$ cat src/hw/afp_regs.svh
`ifndef AFP_REGS_SVH
`define AFP_REGS_SVH

// Byte offsets of the software registers.
`define AFP_OFS_CTRL        4'h0
`define AFP_OFS_STATUS      4'h4

// Control register fields and reset value.
`define AFP_CTRL_MUTE_LSB   0
`define AFP_CTRL_RESET      2'h0

// Status register field positions.
`define AFP_ST_SHUT_POS     0
`define AFP_ST_WARN_POS     1
`define AFP_ST_OTERR_POS    2
`define AFP_ST_UV_POS       3
`define AFP_ST_OL_LSB       4
`define AFP_ST_BST_LSB      6
`define AFP_ST_MODE_LSB     10
`define AFP_ST_CHK_LSB      13
`define AFP_ST_LIM_LSB      18

// Timing: clock rate, times in their own unit, derived cycle counts.
`define AFP_CLK_MHZ         25
`define AFP_OVERLOAD_NS     10000
`define AFP_OVERLOAD_CYC    ((`AFP_OVERLOAD_NS*`AFP_CLK_MHZ+999)/1000)
`define AFP_STEP_NS         100000
`define AFP_STEP_CYC        ((`AFP_STEP_NS*`AFP_CLK_MHZ+999)/1000)
`define AFP_SETTLE_CYC      3

`endif

$ cat src/hw/afp_pkg.sv
package afp_pkg;

   // Output configuration, latched once at startup.
   typedef enum logic [2:0] {
      afp_mode_bridged  = 3'h1,
      afp_mode_parallel = 3'h2,
      afp_mode_single   = 3'h4
   } afp_mode_t;

   // Startup pin short check sequence.
   typedef enum logic [4:0] {
      afp_chk_wait = 5'h01,
      afp_chk_gnd  = 5'h02,
      afp_chk_sup  = 5'h04,
      afp_chk_hold = 5'h08,
      afp_chk_run  = 5'h10
   } afp_chk_t;

   // Asynchronous inputs, carried together through the synchroniser.
   typedef struct packed {
      logic       warn;
      logic       err;
      logic       uv;
      logic [3:0] bst;
      logic [3:0] ovc;
      logic [3:0] sgnd;
      logic [3:0] ssup;
      logic       rst1_n;
      logic       rst2_n;
      logic [1:0] mode;
      logic       shut_pin;
      logic       warn_pin;
   } afp_pins_t;

endpackage

$ cat src/hw/afp_csr.sv
`timescale 1ns/10ps
`default_nettype none
`include "afp_regs.svh"

// Avalon-MM slave holding the control word and reading back status.
module afp_csr
   import afp_pkg::*;
(
   // Clock and reset.
   input  wire logic        clk,
   input  wire logic        reset,
   // Avalon-MM slave.
   input  wire logic [3:0]  avs_address,
   input  wire logic        avs_read,
   input  wire logic        avs_write,
   input  wire logic [31:0] avs_writedata,
   output logic      [31:0] avs_readdata,
   output logic             avs_waitrequest,
   // Block side.
   input  wire logic [31:0] status_word,
   output logic      [1:0]  mute_q
);

   logic take; // Request completes at this edge.

   assign take = (avs_read | avs_write) & ~avs_waitrequest;

   // Waitrequest drops for one cycle after each request is seen.
   always_ff @(posedge clk or posedge reset) begin
      if (reset) begin
         avs_waitrequest <= 1'h1;
      end else begin
         avs_waitrequest <= ~((avs_read | avs_write) & avs_waitrequest);
      end
   end

   // Read data is loaded as waitrequest falls and holds until the next read loads it.
   always_ff @(posedge clk or posedge reset) begin
      if (reset) begin
         avs_readdata <= 32'h0;
      end else if (avs_read & avs_waitrequest) begin
         unique case (avs_address)
            `AFP_OFS_CTRL:   avs_readdata <= {30'h0, mute_q};
            `AFP_OFS_STATUS: avs_readdata <= status_word;
            default:         avs_readdata <= 32'h0;
         endcase
      end
   end

   // Writes land at the completing edge; unmapped writes are dropped.
   always_ff @(posedge clk or posedge reset) begin
      if (reset) begin
         mute_q <= `AFP_CTRL_RESET;
      end else if (take & avs_write & (avs_address == `AFP_OFS_CTRL)) begin
         mute_q <= avs_writedata[`AFP_CTRL_MUTE_LSB +: 2];
      end
   end

endmodule
`default_nettype wire

$ cat src/hw/afp_sync.sv
`timescale 1ns/10ps
`default_nettype none

// Two-flop synchroniser; the first stage feeds only the second.
module afp_sync #(
   parameter int unsigned W = 1
) (
   // Clock and reset.
   input  wire logic         clk,
   input  wire logic         reset,
   // Data.
   input  wire logic [W-1:0] d,
   output logic      [W-1:0] q
);

   logic [W-1:0] meta_q; // First stage, may go metastable.

   // Both stages clear to zero under reset.
   always_ff @(posedge clk or posedge reset) begin
      if (reset) begin
         meta_q <= '0;
         q      <= '0;
      end else begin
         meta_q <= d;
         q      <= meta_q;
      end
   end

endmodule
`default_nettype wire

$ cat src/hw/afp_top.sv
// Notes on behaviour
// - Both flags are active-low open-drain outputs.
// - Any shutdown fault pulls shutdown flag low.
// - Warning flag low while above warning threshold.
// - Flag pair encodes error, overload, warning, normal.
// - Pair reset low forces shutdown flag high.
// - Fault puts outputs Hi-Z, flag low, immediately.
// - Non-latched faults recover once condition clears.
// - Pair errors stop pair; parallel stops all.
// - Bootstrap fault stops only its half-bridge.
// - Bootstrap fault runs recharge until charged.
// - Overcurrent first limits current, no shutdown.
// - Persistent overcurrent latches overload Hi-Z shutdown.
// - Limiting and overload are independent per pair; here a reset rise on either pair clears both overload latches.
// - Pin short check only at startup.
// - Check ground shorts first, then supply shorts.
// - Short found: hold all Hi-Z until gone.
// - During check flag low, resets ignored.
// - Pair reset never restarts the check.
// - Check skipped in single-ended mode.
// - Overtemp error latches; pair reset clears.
// - Pair reset low forces that pair Hi-Z.
// - Reset rising edge clears overload latch.
//
// Decided for this implementation: the register addresses and the Avalon-MM slave port.
`timescale 1ns/10ps
`default_nettype none
`include "afp_regs.svh"

module afp_top
   import afp_pkg::*;
(
   // Clock and reset.
   input  wire logic        ref_clk,
   input  wire logic        reset,
   // Avalon-MM slave.
   input  wire logic [3:0]  avs_address,
   input  wire logic        avs_read,
   input  wire logic        avs_write,
   input  wire logic [31:0] avs_writedata,
   output logic      [31:0] avs_readdata,
   output logic             avs_waitrequest,
   // Analog fault comparators, asynchronous.
   input  wire logic        overtemp_warn_in,
   input  wire logic        overtemp_error_in,
   input  wire logic        undervoltage_fault,
   input  wire logic [3:0]  bootstrap_low_fault,
   input  wire logic [3:0]  overcurrent_detect,
   input  wire logic [3:0]  short_gnd_in,
   input  wire logic [3:0]  short_supply_in,
   // Modulator controls and output configuration straps.
   input  wire logic        pair_one_reset_n,
   input  wire logic        pair_two_reset_n,
   input  wire logic [1:0]  mode_sel,
   // Open-drain status flags.
   input  wire logic        fault_shutdown_flag_n_i,
   output logic             fault_shutdown_flag_n_o,
   output logic             fault_shutdown_flag_n_oe,
   input  wire logic        overtemp_warning_flag_n_i,
   output logic             overtemp_warning_flag_n_o,
   output logic             overtemp_warning_flag_n_oe,
   // Power stage controls, half-bridges A..D in bits 0..3.
   output logic      [3:0]  half_bridge_hiz,
   output logic      [1:0]  current_limit,
   output logic      [3:0]  bootstrap_recharge,
   output logic      [1:0]  short_test_phase
);

   afp_pins_t   pin_raw;          // Inputs as they arrive.
   afp_pins_t   pin_s;            // Inputs after two flops.
   afp_mode_t   mode_q;           // Latched output configuration.
   afp_chk_t    chk_q;            // Pin short check state.
   logic [11:0] step_cnt_q;       // Time spent in the current step.
   logic [11:0] ol_cnt_q [2];     // Overcurrent persistence per pair.
   logic [1:0]  overload_fault_q; // Latched overload per pair.
   logic        overtemp_error_q; // Latched overtemperature error.
   logic        rst1_prev_q;      // Last pair one reset level.
   logic        rst2_prev_q;      // Last pair two reset level.
   logic [1:0]  mute_q;           // Software mute per pair.
   logic [31:0] status_word;      // Status register contents.
   logic        check_busy;       // Check not yet passed.
   logic        step_done;        // Current check step has run out.
   logic        wait_done;        // Strap settle time has run out.
   logic        resets_seen;      // Pair resets honoured.
   logic        rst_rise;         // Either pair reset rose.
   logic [1:0]  pair_ovc;         // Overcurrent seen in a pair.
   logic [1:0]  pair_off;         // Pair stopped by overload, mute or its reset.
   logic [1:0]  pair_rst;         // Pair held by its reset.
   logic        global_off;       // Every half-bridge must stop.
   logic        fault_any;        // Any shutdown cause.
   logic        shut_pull;        // Shutdown flag should be pulled low.
   logic        warn_pull;        // Warning flag should be pulled low.
   logic [3:0]  hiz_d;            // Next Hi-Z pattern.

   // Gather every asynchronous input into one carrier.
   assign pin_raw = '{warn: overtemp_warn_in, err: overtemp_error_in,
                      uv: undervoltage_fault, bst: bootstrap_low_fault,
                      ovc: overcurrent_detect, sgnd: short_gnd_in,
                      ssup: short_supply_in, rst1_n: pair_one_reset_n,
                      rst2_n: pair_two_reset_n, mode: mode_sel,
                      shut_pin: fault_shutdown_flag_n_i,
                      warn_pin: overtemp_warning_flag_n_i};

   // All pins cross two flops before any logic reads them.
   afp_sync #(.W($bits(afp_pins_t))) u_sync (
      .clk   (ref_clk),
      .reset (reset),
      .d     (pin_raw),
      .q     (pin_s)
   );

   // Register slave: software mute in, block state out.
   afp_csr u_csr (
      .clk             (ref_clk),
      .reset           (reset),
      .avs_address     (avs_address),
      .avs_read        (avs_read),
      .avs_write       (avs_write),
      .avs_writedata   (avs_writedata),
      .avs_readdata    (avs_readdata),
      .avs_waitrequest (avs_waitrequest),
      .status_word     (status_word),
      .mute_q          (mute_q)
   );

   // Derived conditions shared by the processes below.
   assign check_busy  = (chk_q != afp_chk_run);
   assign step_done   = (step_cnt_q == 12'(`AFP_STEP_CYC - 1));
   assign wait_done   = (step_cnt_q == 12'(`AFP_SETTLE_CYC - 1));
   assign resets_seen = ~check_busy;
   assign rst_rise    = resets_seen & ((pin_s.rst1_n & ~rst1_prev_q) |
                                       (pin_s.rst2_n & ~rst2_prev_q));
   assign pair_ovc    = {|pin_s.ovc[3:2], |pin_s.ovc[1:0]};
   assign pair_rst    = {~pin_s.rst2_n, ~pin_s.rst1_n} & {2{resets_seen}};

   // Mode straps are caught once the synchroniser has settled.
   always_ff @(posedge ref_clk or posedge reset) begin
      if (reset) begin
         mode_q <= afp_mode_bridged;
      end else if (chk_q == afp_chk_wait && wait_done) begin
         unique case (pin_s.mode)
            2'h1:    mode_q <= afp_mode_parallel;
            2'h2:    mode_q <= afp_mode_single;
            default: mode_q <= afp_mode_bridged;
         endcase
      end
   end

   // Step timer restarts on every change of check state.
   always_ff @(posedge ref_clk or posedge reset) begin
      if (reset) begin
         step_cnt_q <= 12'h0;
      end else if (chk_q == afp_chk_wait) begin
         step_cnt_q <= wait_done ? 12'h0 : step_cnt_q + 12'h1;
      end else if (chk_q == afp_chk_gnd || chk_q == afp_chk_sup) begin
         step_cnt_q <= step_done ? 12'h0 : step_cnt_q + 12'h1;
      end else begin
         step_cnt_q <= 12'h0;
      end
   end

   // Startup check: ground step, supply step, then running for good.
   always_ff @(posedge ref_clk or posedge reset) begin
      if (reset) begin
         chk_q <= afp_chk_wait;
      end else begin
         unique case (chk_q)
            afp_chk_wait: begin
               if (wait_done) begin
                  // Single-ended strap skips the check entirely.
                  chk_q <= (pin_s.mode == 2'h2) ? afp_chk_run
                                                : afp_chk_gnd;
               end
            end
            afp_chk_gnd: begin
               if (|pin_s.sgnd) begin
                  chk_q <= afp_chk_hold;
               end else if (step_done) begin
                  chk_q <= afp_chk_sup;
               end
            end
            afp_chk_sup: begin
               if (|pin_s.ssup) begin
                  chk_q <= afp_chk_hold;
               end else if (step_done) begin
                  chk_q <= afp_chk_run;
               end
            end
            afp_chk_hold: begin
               // Startup continues only once every short is gone.
               if (~|pin_s.sgnd && ~|pin_s.ssup) begin
                  chk_q <= afp_chk_run;
               end
            end
            afp_chk_run: begin
               // Pair resets never bring the check back.
               chk_q <= afp_chk_run;
            end
            default: chk_q <= afp_chk_wait;
         endcase
      end
   end

   // Reset level history for edge detection.
   always_ff @(posedge ref_clk or posedge reset) begin
      if (reset) begin
         rst1_prev_q <= 1'h0;
         rst2_prev_q <= 1'h0;
      end else begin
         rst1_prev_q <= pin_s.rst1_n;
         rst2_prev_q <= pin_s.rst2_n;
      end
   end

   // Overtemperature error latch; a new error beats the clear.
   always_ff @(posedge ref_clk or posedge reset) begin
      if (reset) begin
         overtemp_error_q <= 1'h0;
      end else if (pin_s.err) begin
         overtemp_error_q <= 1'h1;
      end else if (|pair_rst) begin
         overtemp_error_q <= 1'h0;
      end
   end

   // Per pair: count persistent overcurrent, latch overload at limit.
   always_ff @(posedge ref_clk or posedge reset) begin
      if (reset) begin
         ol_cnt_q[0]      <= 12'h0;
         ol_cnt_q[1]      <= 12'h0;
         overload_fault_q <= 2'h0;
      end else begin
         for (int p = 0; p < 2; p++) begin
            if (!pair_ovc[p]) begin
               ol_cnt_q[p] <= 12'h0;
            end else if (ol_cnt_q[p] != 12'(`AFP_OVERLOAD_CYC - 1)) begin
               ol_cnt_q[p] <= ol_cnt_q[p] + 12'h1;
            end
            if (pair_ovc[p] &&
                ol_cnt_q[p] == 12'(`AFP_OVERLOAD_CYC - 1)) begin
               overload_fault_q[p] <= 1'h1;
            end else if (rst_rise) begin
               overload_fault_q[p] <= 1'h0;
            end
         end
      end
   end

   // Shutdown mapping from fault sources to half-bridges.
   always_comb begin
      global_off = overtemp_error_q | pin_s.uv | check_busy;
      if (mode_q == afp_mode_parallel) begin
         pair_off = {2{|overload_fault_q}};
      end else begin
         pair_off = overload_fault_q;
      end
      pair_off = pair_off | mute_q | pair_rst;
      for (int h = 0; h < 4; h++) begin
         hiz_d[h] = global_off | pair_off[h/2] | pin_s.bst[h];
      end
      fault_any = global_off | (|overload_fault_q) | (|pin_s.bst);
      shut_pull = check_busy | (fault_any & ~|pair_rst);
      warn_pull = pin_s.warn | pin_s.err;
   end

   // Power stage outputs, registered.
   always_ff @(posedge ref_clk or posedge reset) begin
      if (reset) begin
         half_bridge_hiz    <= 4'hF;
         current_limit      <= 2'h0;
         bootstrap_recharge <= 4'h0;
         short_test_phase   <= 2'h0;
      end else begin
         half_bridge_hiz    <= hiz_d;
         current_limit      <= pair_ovc & ~overload_fault_q;
         bootstrap_recharge <= pin_s.bst;
         short_test_phase   <= {chk_q == afp_chk_sup,
                                chk_q == afp_chk_gnd};
      end
   end

   // Open-drain flags: enable pulls low, released otherwise.
   always_ff @(posedge ref_clk or posedge reset) begin
      if (reset) begin
         fault_shutdown_flag_n_o    <= 1'h0;
         fault_shutdown_flag_n_oe   <= 1'h1;
         overtemp_warning_flag_n_o  <= 1'h1;
         overtemp_warning_flag_n_oe <= 1'h0;
      end else begin
         fault_shutdown_flag_n_o    <= ~shut_pull;
         fault_shutdown_flag_n_oe   <= shut_pull;
         overtemp_warning_flag_n_o  <= ~warn_pull;
         overtemp_warning_flag_n_oe <= warn_pull;
      end
   end

   // Status word seen by software.
   always_comb begin
      status_word = 32'h0;
      status_word[`AFP_ST_SHUT_POS]     = pin_s.shut_pin;
      status_word[`AFP_ST_WARN_POS]     = pin_s.warn_pin;
      status_word[`AFP_ST_OTERR_POS]    = overtemp_error_q;
      status_word[`AFP_ST_UV_POS]       = pin_s.uv;
      status_word[`AFP_ST_OL_LSB +: 2]  = overload_fault_q;
      status_word[`AFP_ST_BST_LSB +: 4] = pin_s.bst;
      status_word[`AFP_ST_MODE_LSB +: 3] = mode_q;
      status_word[`AFP_ST_CHK_LSB +: 5] = chk_q;
      status_word[`AFP_ST_LIM_LSB +: 2] = current_limit;
   end
endmodule
`default_nettype wire

$ cat config.mk
export PLATFORM = sky130hd
export DESIGN_NAME = afp_top
export DESIGN_NICKNAME = d
export VERILOG_FILES = /design/src/hw/afp_pkg.sv /design/src/hw/afp_csr.sv /design/src/hw/afp_sync.sv /design/src/hw/afp_top.sv
export VERILOG_INCLUDE_DIRS = /design/src /design/src/hw
export SDC_FILE = /design/constraint.sdc
export NUM_CORES = 1
export LEC_CHECK = 0
export ABC_AREA = 1
export BUFFER_PORTS_ARGS = -buffer_cell sky130_fd_sc_hd__buf_2
export CORE_ASPECT_RATIO = 1.75
export CORE_MARGIN = 10
export CORE_UTILIZATION = 35
export CTS_CLUSTER_DIAMETER = 40
export DETAILED_ROUTE_END_ITERATION = 12
export PLACE_DENSITY = 0.66
export SYNTH_ARGS = -nofsm -noshare
export SYNTH_HDL_FRONTEND = slang
export SYNTH_HIERARCHICAL = 1
export SYNTH_SLANG_ARGS = --single-unit
$ cat constraint.sdc
create_clock -name ref_clk -period 2.35 [get_ports ref_clk]
set_input_delay 0.235 -clock ref_clk [delete_from_list [all_inputs] [get_ports ref_clk]]
set_output_delay 0.235 -clock ref_clk [all_outputs]
set_load 0.005 [all_outputs]
==> qor.csv <==
stage,metric,value,unit
logic_synthesis,Post-synth ARST share,1.00,
sta,setup TNS,0,ps
pwr,Clock Power Share,0.417,
floorplanning,Die H,192,um
cells_and_area,Seq. cell area,3760,sq um
sta,clk_skew,9.19,ps
route,DR vias/cell,4.38,
cells_and_area,Layout area overhead,27.6,%
worst_setup_path,crit-path max cell delay,430,ps
floorplanning,Die X,118,um
pwr,combinational power share,0.130,
hold_path,Tightest Hold Check Type,in -> reg,
pwr,Pwr Density,873,nW/um^2
place,Final HPWL DP,8640,um
place,gpl congestion,0.805,
floorplanning,full die area,22600,sq um
sta,Fmax,604,MHz
route,Starting DRT DRC Count,248,
clock_network,clock buffer depth,2,
logic_synthesis,register area share after synthesis,0.640,
pwr,Int Pwr,4650,uW
sta,max-slew violations,0,
global_routing,GR Overflow Total,0,
worst_setup_path,crit path cell chain,nor2_2 > nand3_1 > nor2_1 > nand2_1 > nor3_1 > nand2_1,
sta,final-report hold violation count,0,
logic_synthesis,dominant cell type by area after synthesis,dfrtp_1,
floorplanning,Rows,62,
worst_setup_path,Setup Crit Path Kind,reg -> reg,
worst_setup_path,most frequent CP cell,nand2_1,
floorplanning,# IOs,114,
route,DR pass1 iterations,4,
logic_synthesis,"Top FF cell, synth",dfrtp_1,
logic_synthesis,Mapped Cells,601,
logic_synthesis,Synth area leaders,"dfrtp_1 60%, nand2_1 8.9%, inv_1 4.6%",
logic_synthesis,synthesized area,5880,sq um
pwr,Sw Share,0.291,
clock_network,H-tree depth,4,
clock_network,later-pin clock latency in the skew report,420,ps
sta,final period utilization,0.704,
worst_setup_path,Crit-path slowest cell,dfrtp_1,
job,reported max-cap violation count,0,
sta,min cycle time layout,1650,ps
route,Wirelength per Cell,12.6,um
worst_setup_path,CP Max Fanout,5,
sta,Setup-failing EPs final,0,
global_routing,vias in the first global route,4512,
route,Post-DRT Antenna Nets,0,
pwr,sequential share of power,0.453,
worst_setup_path,Worst EP required,2690,ps
clock_network,hold buffers post-CTS,28,
worst_setup_path,Critical Path AT,1990,ps
pwr,Leak Pwr,0.00367,uW
clock_network,Clock Sinks,150,
logic_synthesis,register bit total from synthesis,150,
worst_setup_path,top cell family by delay on the critical path,simple AND/OR/NAND/NOR gates,
worst_setup_path,flop2flop setup slack,700,ps
clock_network,post-CTS setup buffers,0,
cells_and_area,final core occ,0.457,
logic_synthesis,Syn Area/Cell,9.79,sq um
pwr,peak supply drop,521,uV
global_routing,largest net degree at the start of global routing,51,
floorplanning,core area,16400,sq um
worst_setup_path,Critical Path End Type,flip-flop,
outcome,status,completed,
clock_network,TritonCTS clock tree,built,
logic_synthesis,"EDFF count, synth",0,
route,drc violations,0,
clock_network,"Reg clk slew, reported paths",70,ps
cells_and_area,# diodes,0,
global_routing,global-route wire length before repair,21200,um
place,Port-buffer cells,83,
logic_synthesis,count of different cell masters after synthesis,39,
sta,RSZ-0062 raised after global routing,no,
logic_synthesis,share of the synthesized area in the top cell type,0.600,
cells_and_area,Multi-input gate area,1800,sq um
logic_synthesis,Ys Warns,6,
route,WL final,12400,um
clock_network,post-CTS sizing,0,
cells_and_area,fill count,1583,
worst_setup_path,WP buf/inv,0,
sta,slew margin rel.,0.571,
global_routing,antenna violations before repair,0,
route,vias,4278,
sta,WHS,70.9,ps
sta,Slew @ Worst Pin,644,ps
pwr,Sw Pwr,1910,uW
global_routing,gr usage total,0.115,
clock_network,CTS buffer count,17,
worst_setup_path,crit path launch type,flip-flop,
cells_and_area,ratio of cells with drive above 1 in the final layout,0.215,
clock_network,Root Driver,clkbuf_16,
floorplanning,Starting Density,0.358,
cells_and_area,fin nets,813,
## placed cells by master (no fill, tap or decap), drive strengths merged
cell,n
nand2,142
dfrtp,141
buf,90
inv,84
nor2,70
o21ai,60
dlygate4sd3,28
nand3,27
a21oi,20
clkbuf,17
nor3,13
conb,12
dfstp,9
ha,8
nor4,4
nand4,4
clkinv,4
xnor2,3
nand3b,3
clkinvlp,3
nor3b,2
a31oi,1
and3,1
o22ai,1
o21bai,1
a31o,1
o31ai,1
a22oi,1
a211oi,1
bufinv,1
## power groups by stage
stage | logic, uW | clock network (uW) | registers, uW
4_1_cts | 871 | 2800 | 2970
2_1_floorplan | 604 | 0 | 2980
6_report | 851 | 2730 | 2970
3_3_place_gp | 806 | 0 | 3010
3_5_place_dp | 820 | 0 | 3010
5_1_grt | 989 | 2930 | 3000
## synth_stat cells, types with 3 or more instances
| cell | number |
|---|---|
| o21ai_0 | 28 |
| ha_1 | 8 |
| dfrtp_1 | 141 |
| nand3b_1 | 3 |
| buf_6 | 3 |
| nor3_1 | 11 |
| nor4_1 | 4 |
| nand2_1 | 139 |
| o21ai_1 | 32 |
| a21oi_1 | 19 |
| nand3_1 | 25 |
| dfstp_2 | 9 |
| inv_1 | 72 |
| buf_2 | 6 |
| nand2_2 | 3 |
| nor2_2 | 12 |
| nor2_1 | 56 |
| xnor2_1 | 3 |
| nand4_1 | 3 |
## through the flow
| stage | setup WS (ps) | total power, uW | instance area, sq um | instances |
|---|---|---|---|---|
| 6_report | 696 | 6550 | 7510 | 977 |
| 5_1_grt | 547 | 6920 | 7510 | 977 |
| 4_1_cts | 678 | 6640 | 7510 | 977 |
| 3_5_place_dp | 718 | 3830 | 6620 | 917 |
| 3_3_place_gp | 754 | 3810 | 6620 | 917 |
| 2_1_floorplan | 502 | 3580 | 5920 | 612 |
## worst register-to-register path: stages, from the launching register on
cell	delay, ps
dfrtp_1	430
nor2_2	190
nand3_1	210
nor2_1	200
nand2_1	90
nor3_1	350
nand2_1	100
## worst paths after layout
path / from / to / depth (start not counted)
max in group asynchronous: reset / half_bridge_hiz[0] / 4
worst max register to register: chk_q[1] / half_bridge_hiz[1] / 6
min in group asynchronous: reset / chk_q[2] / 3
worst max-delay path: chk_q[1] / half_bridge_hiz[1] / 6
worst min register to register: u_sync/meta_q[13] / u_sync/q[13] / 0
worst min-delay path: avs_writedata[0] / u_csr/mute_q[0] / 3
## layout make-up
cell class / instances / area share
timing repair buffer: 118 / 0.101
clock inverter: 15 / 0.0242
multi-input combinational: 376 / 0.240
tap: 224 / 0.0373
sequential: 150 / 0.501
inverter: 77 / 0.0390
clock buffer: 17 / 0.0567
## sequential cells by signal (all words and copies together), names as in the netlist, 3 cells and up
name,count
bootstrap_recharge,4
chk_q,5
half_bridge_hiz,4
mode_q,3
ol_cnt_q,24
step_cnt_q,12
u_csr/avs_readdata,32
u_sync/meta_q,25
u_sync/q,25
## logic make-up after synthesis
| group | after synthesis | share of synthesized area |
|---|---|---|
| fa+ha+maj | 8 | 0.0170 |
| flops | 150 | 0.640 |
| compound gates | 87 | 0.0774 |
| buf+inv | 86 | 0.0606 |
| simple gates | 266 | 0.200 |
| other cells | 1 | 0.000637 |
| xor+xnor | 3 | 0.00447 |
## metal layers
metal / GRT usage / share of wire / routed length [um] / up-vias
met5: 0 / 0 / 0 / -
met4: 0.0592 / 0.023 / 290 / 0
met3: 0.0337 / 0.044 / 542 / 18
met2: 0.206 / 0.52 / 6480 / 88
met1: 0.120 / 0.41 / 5040 / 2001
li1: - / - / - / 2171
Power figures use the tool's default switching activity.
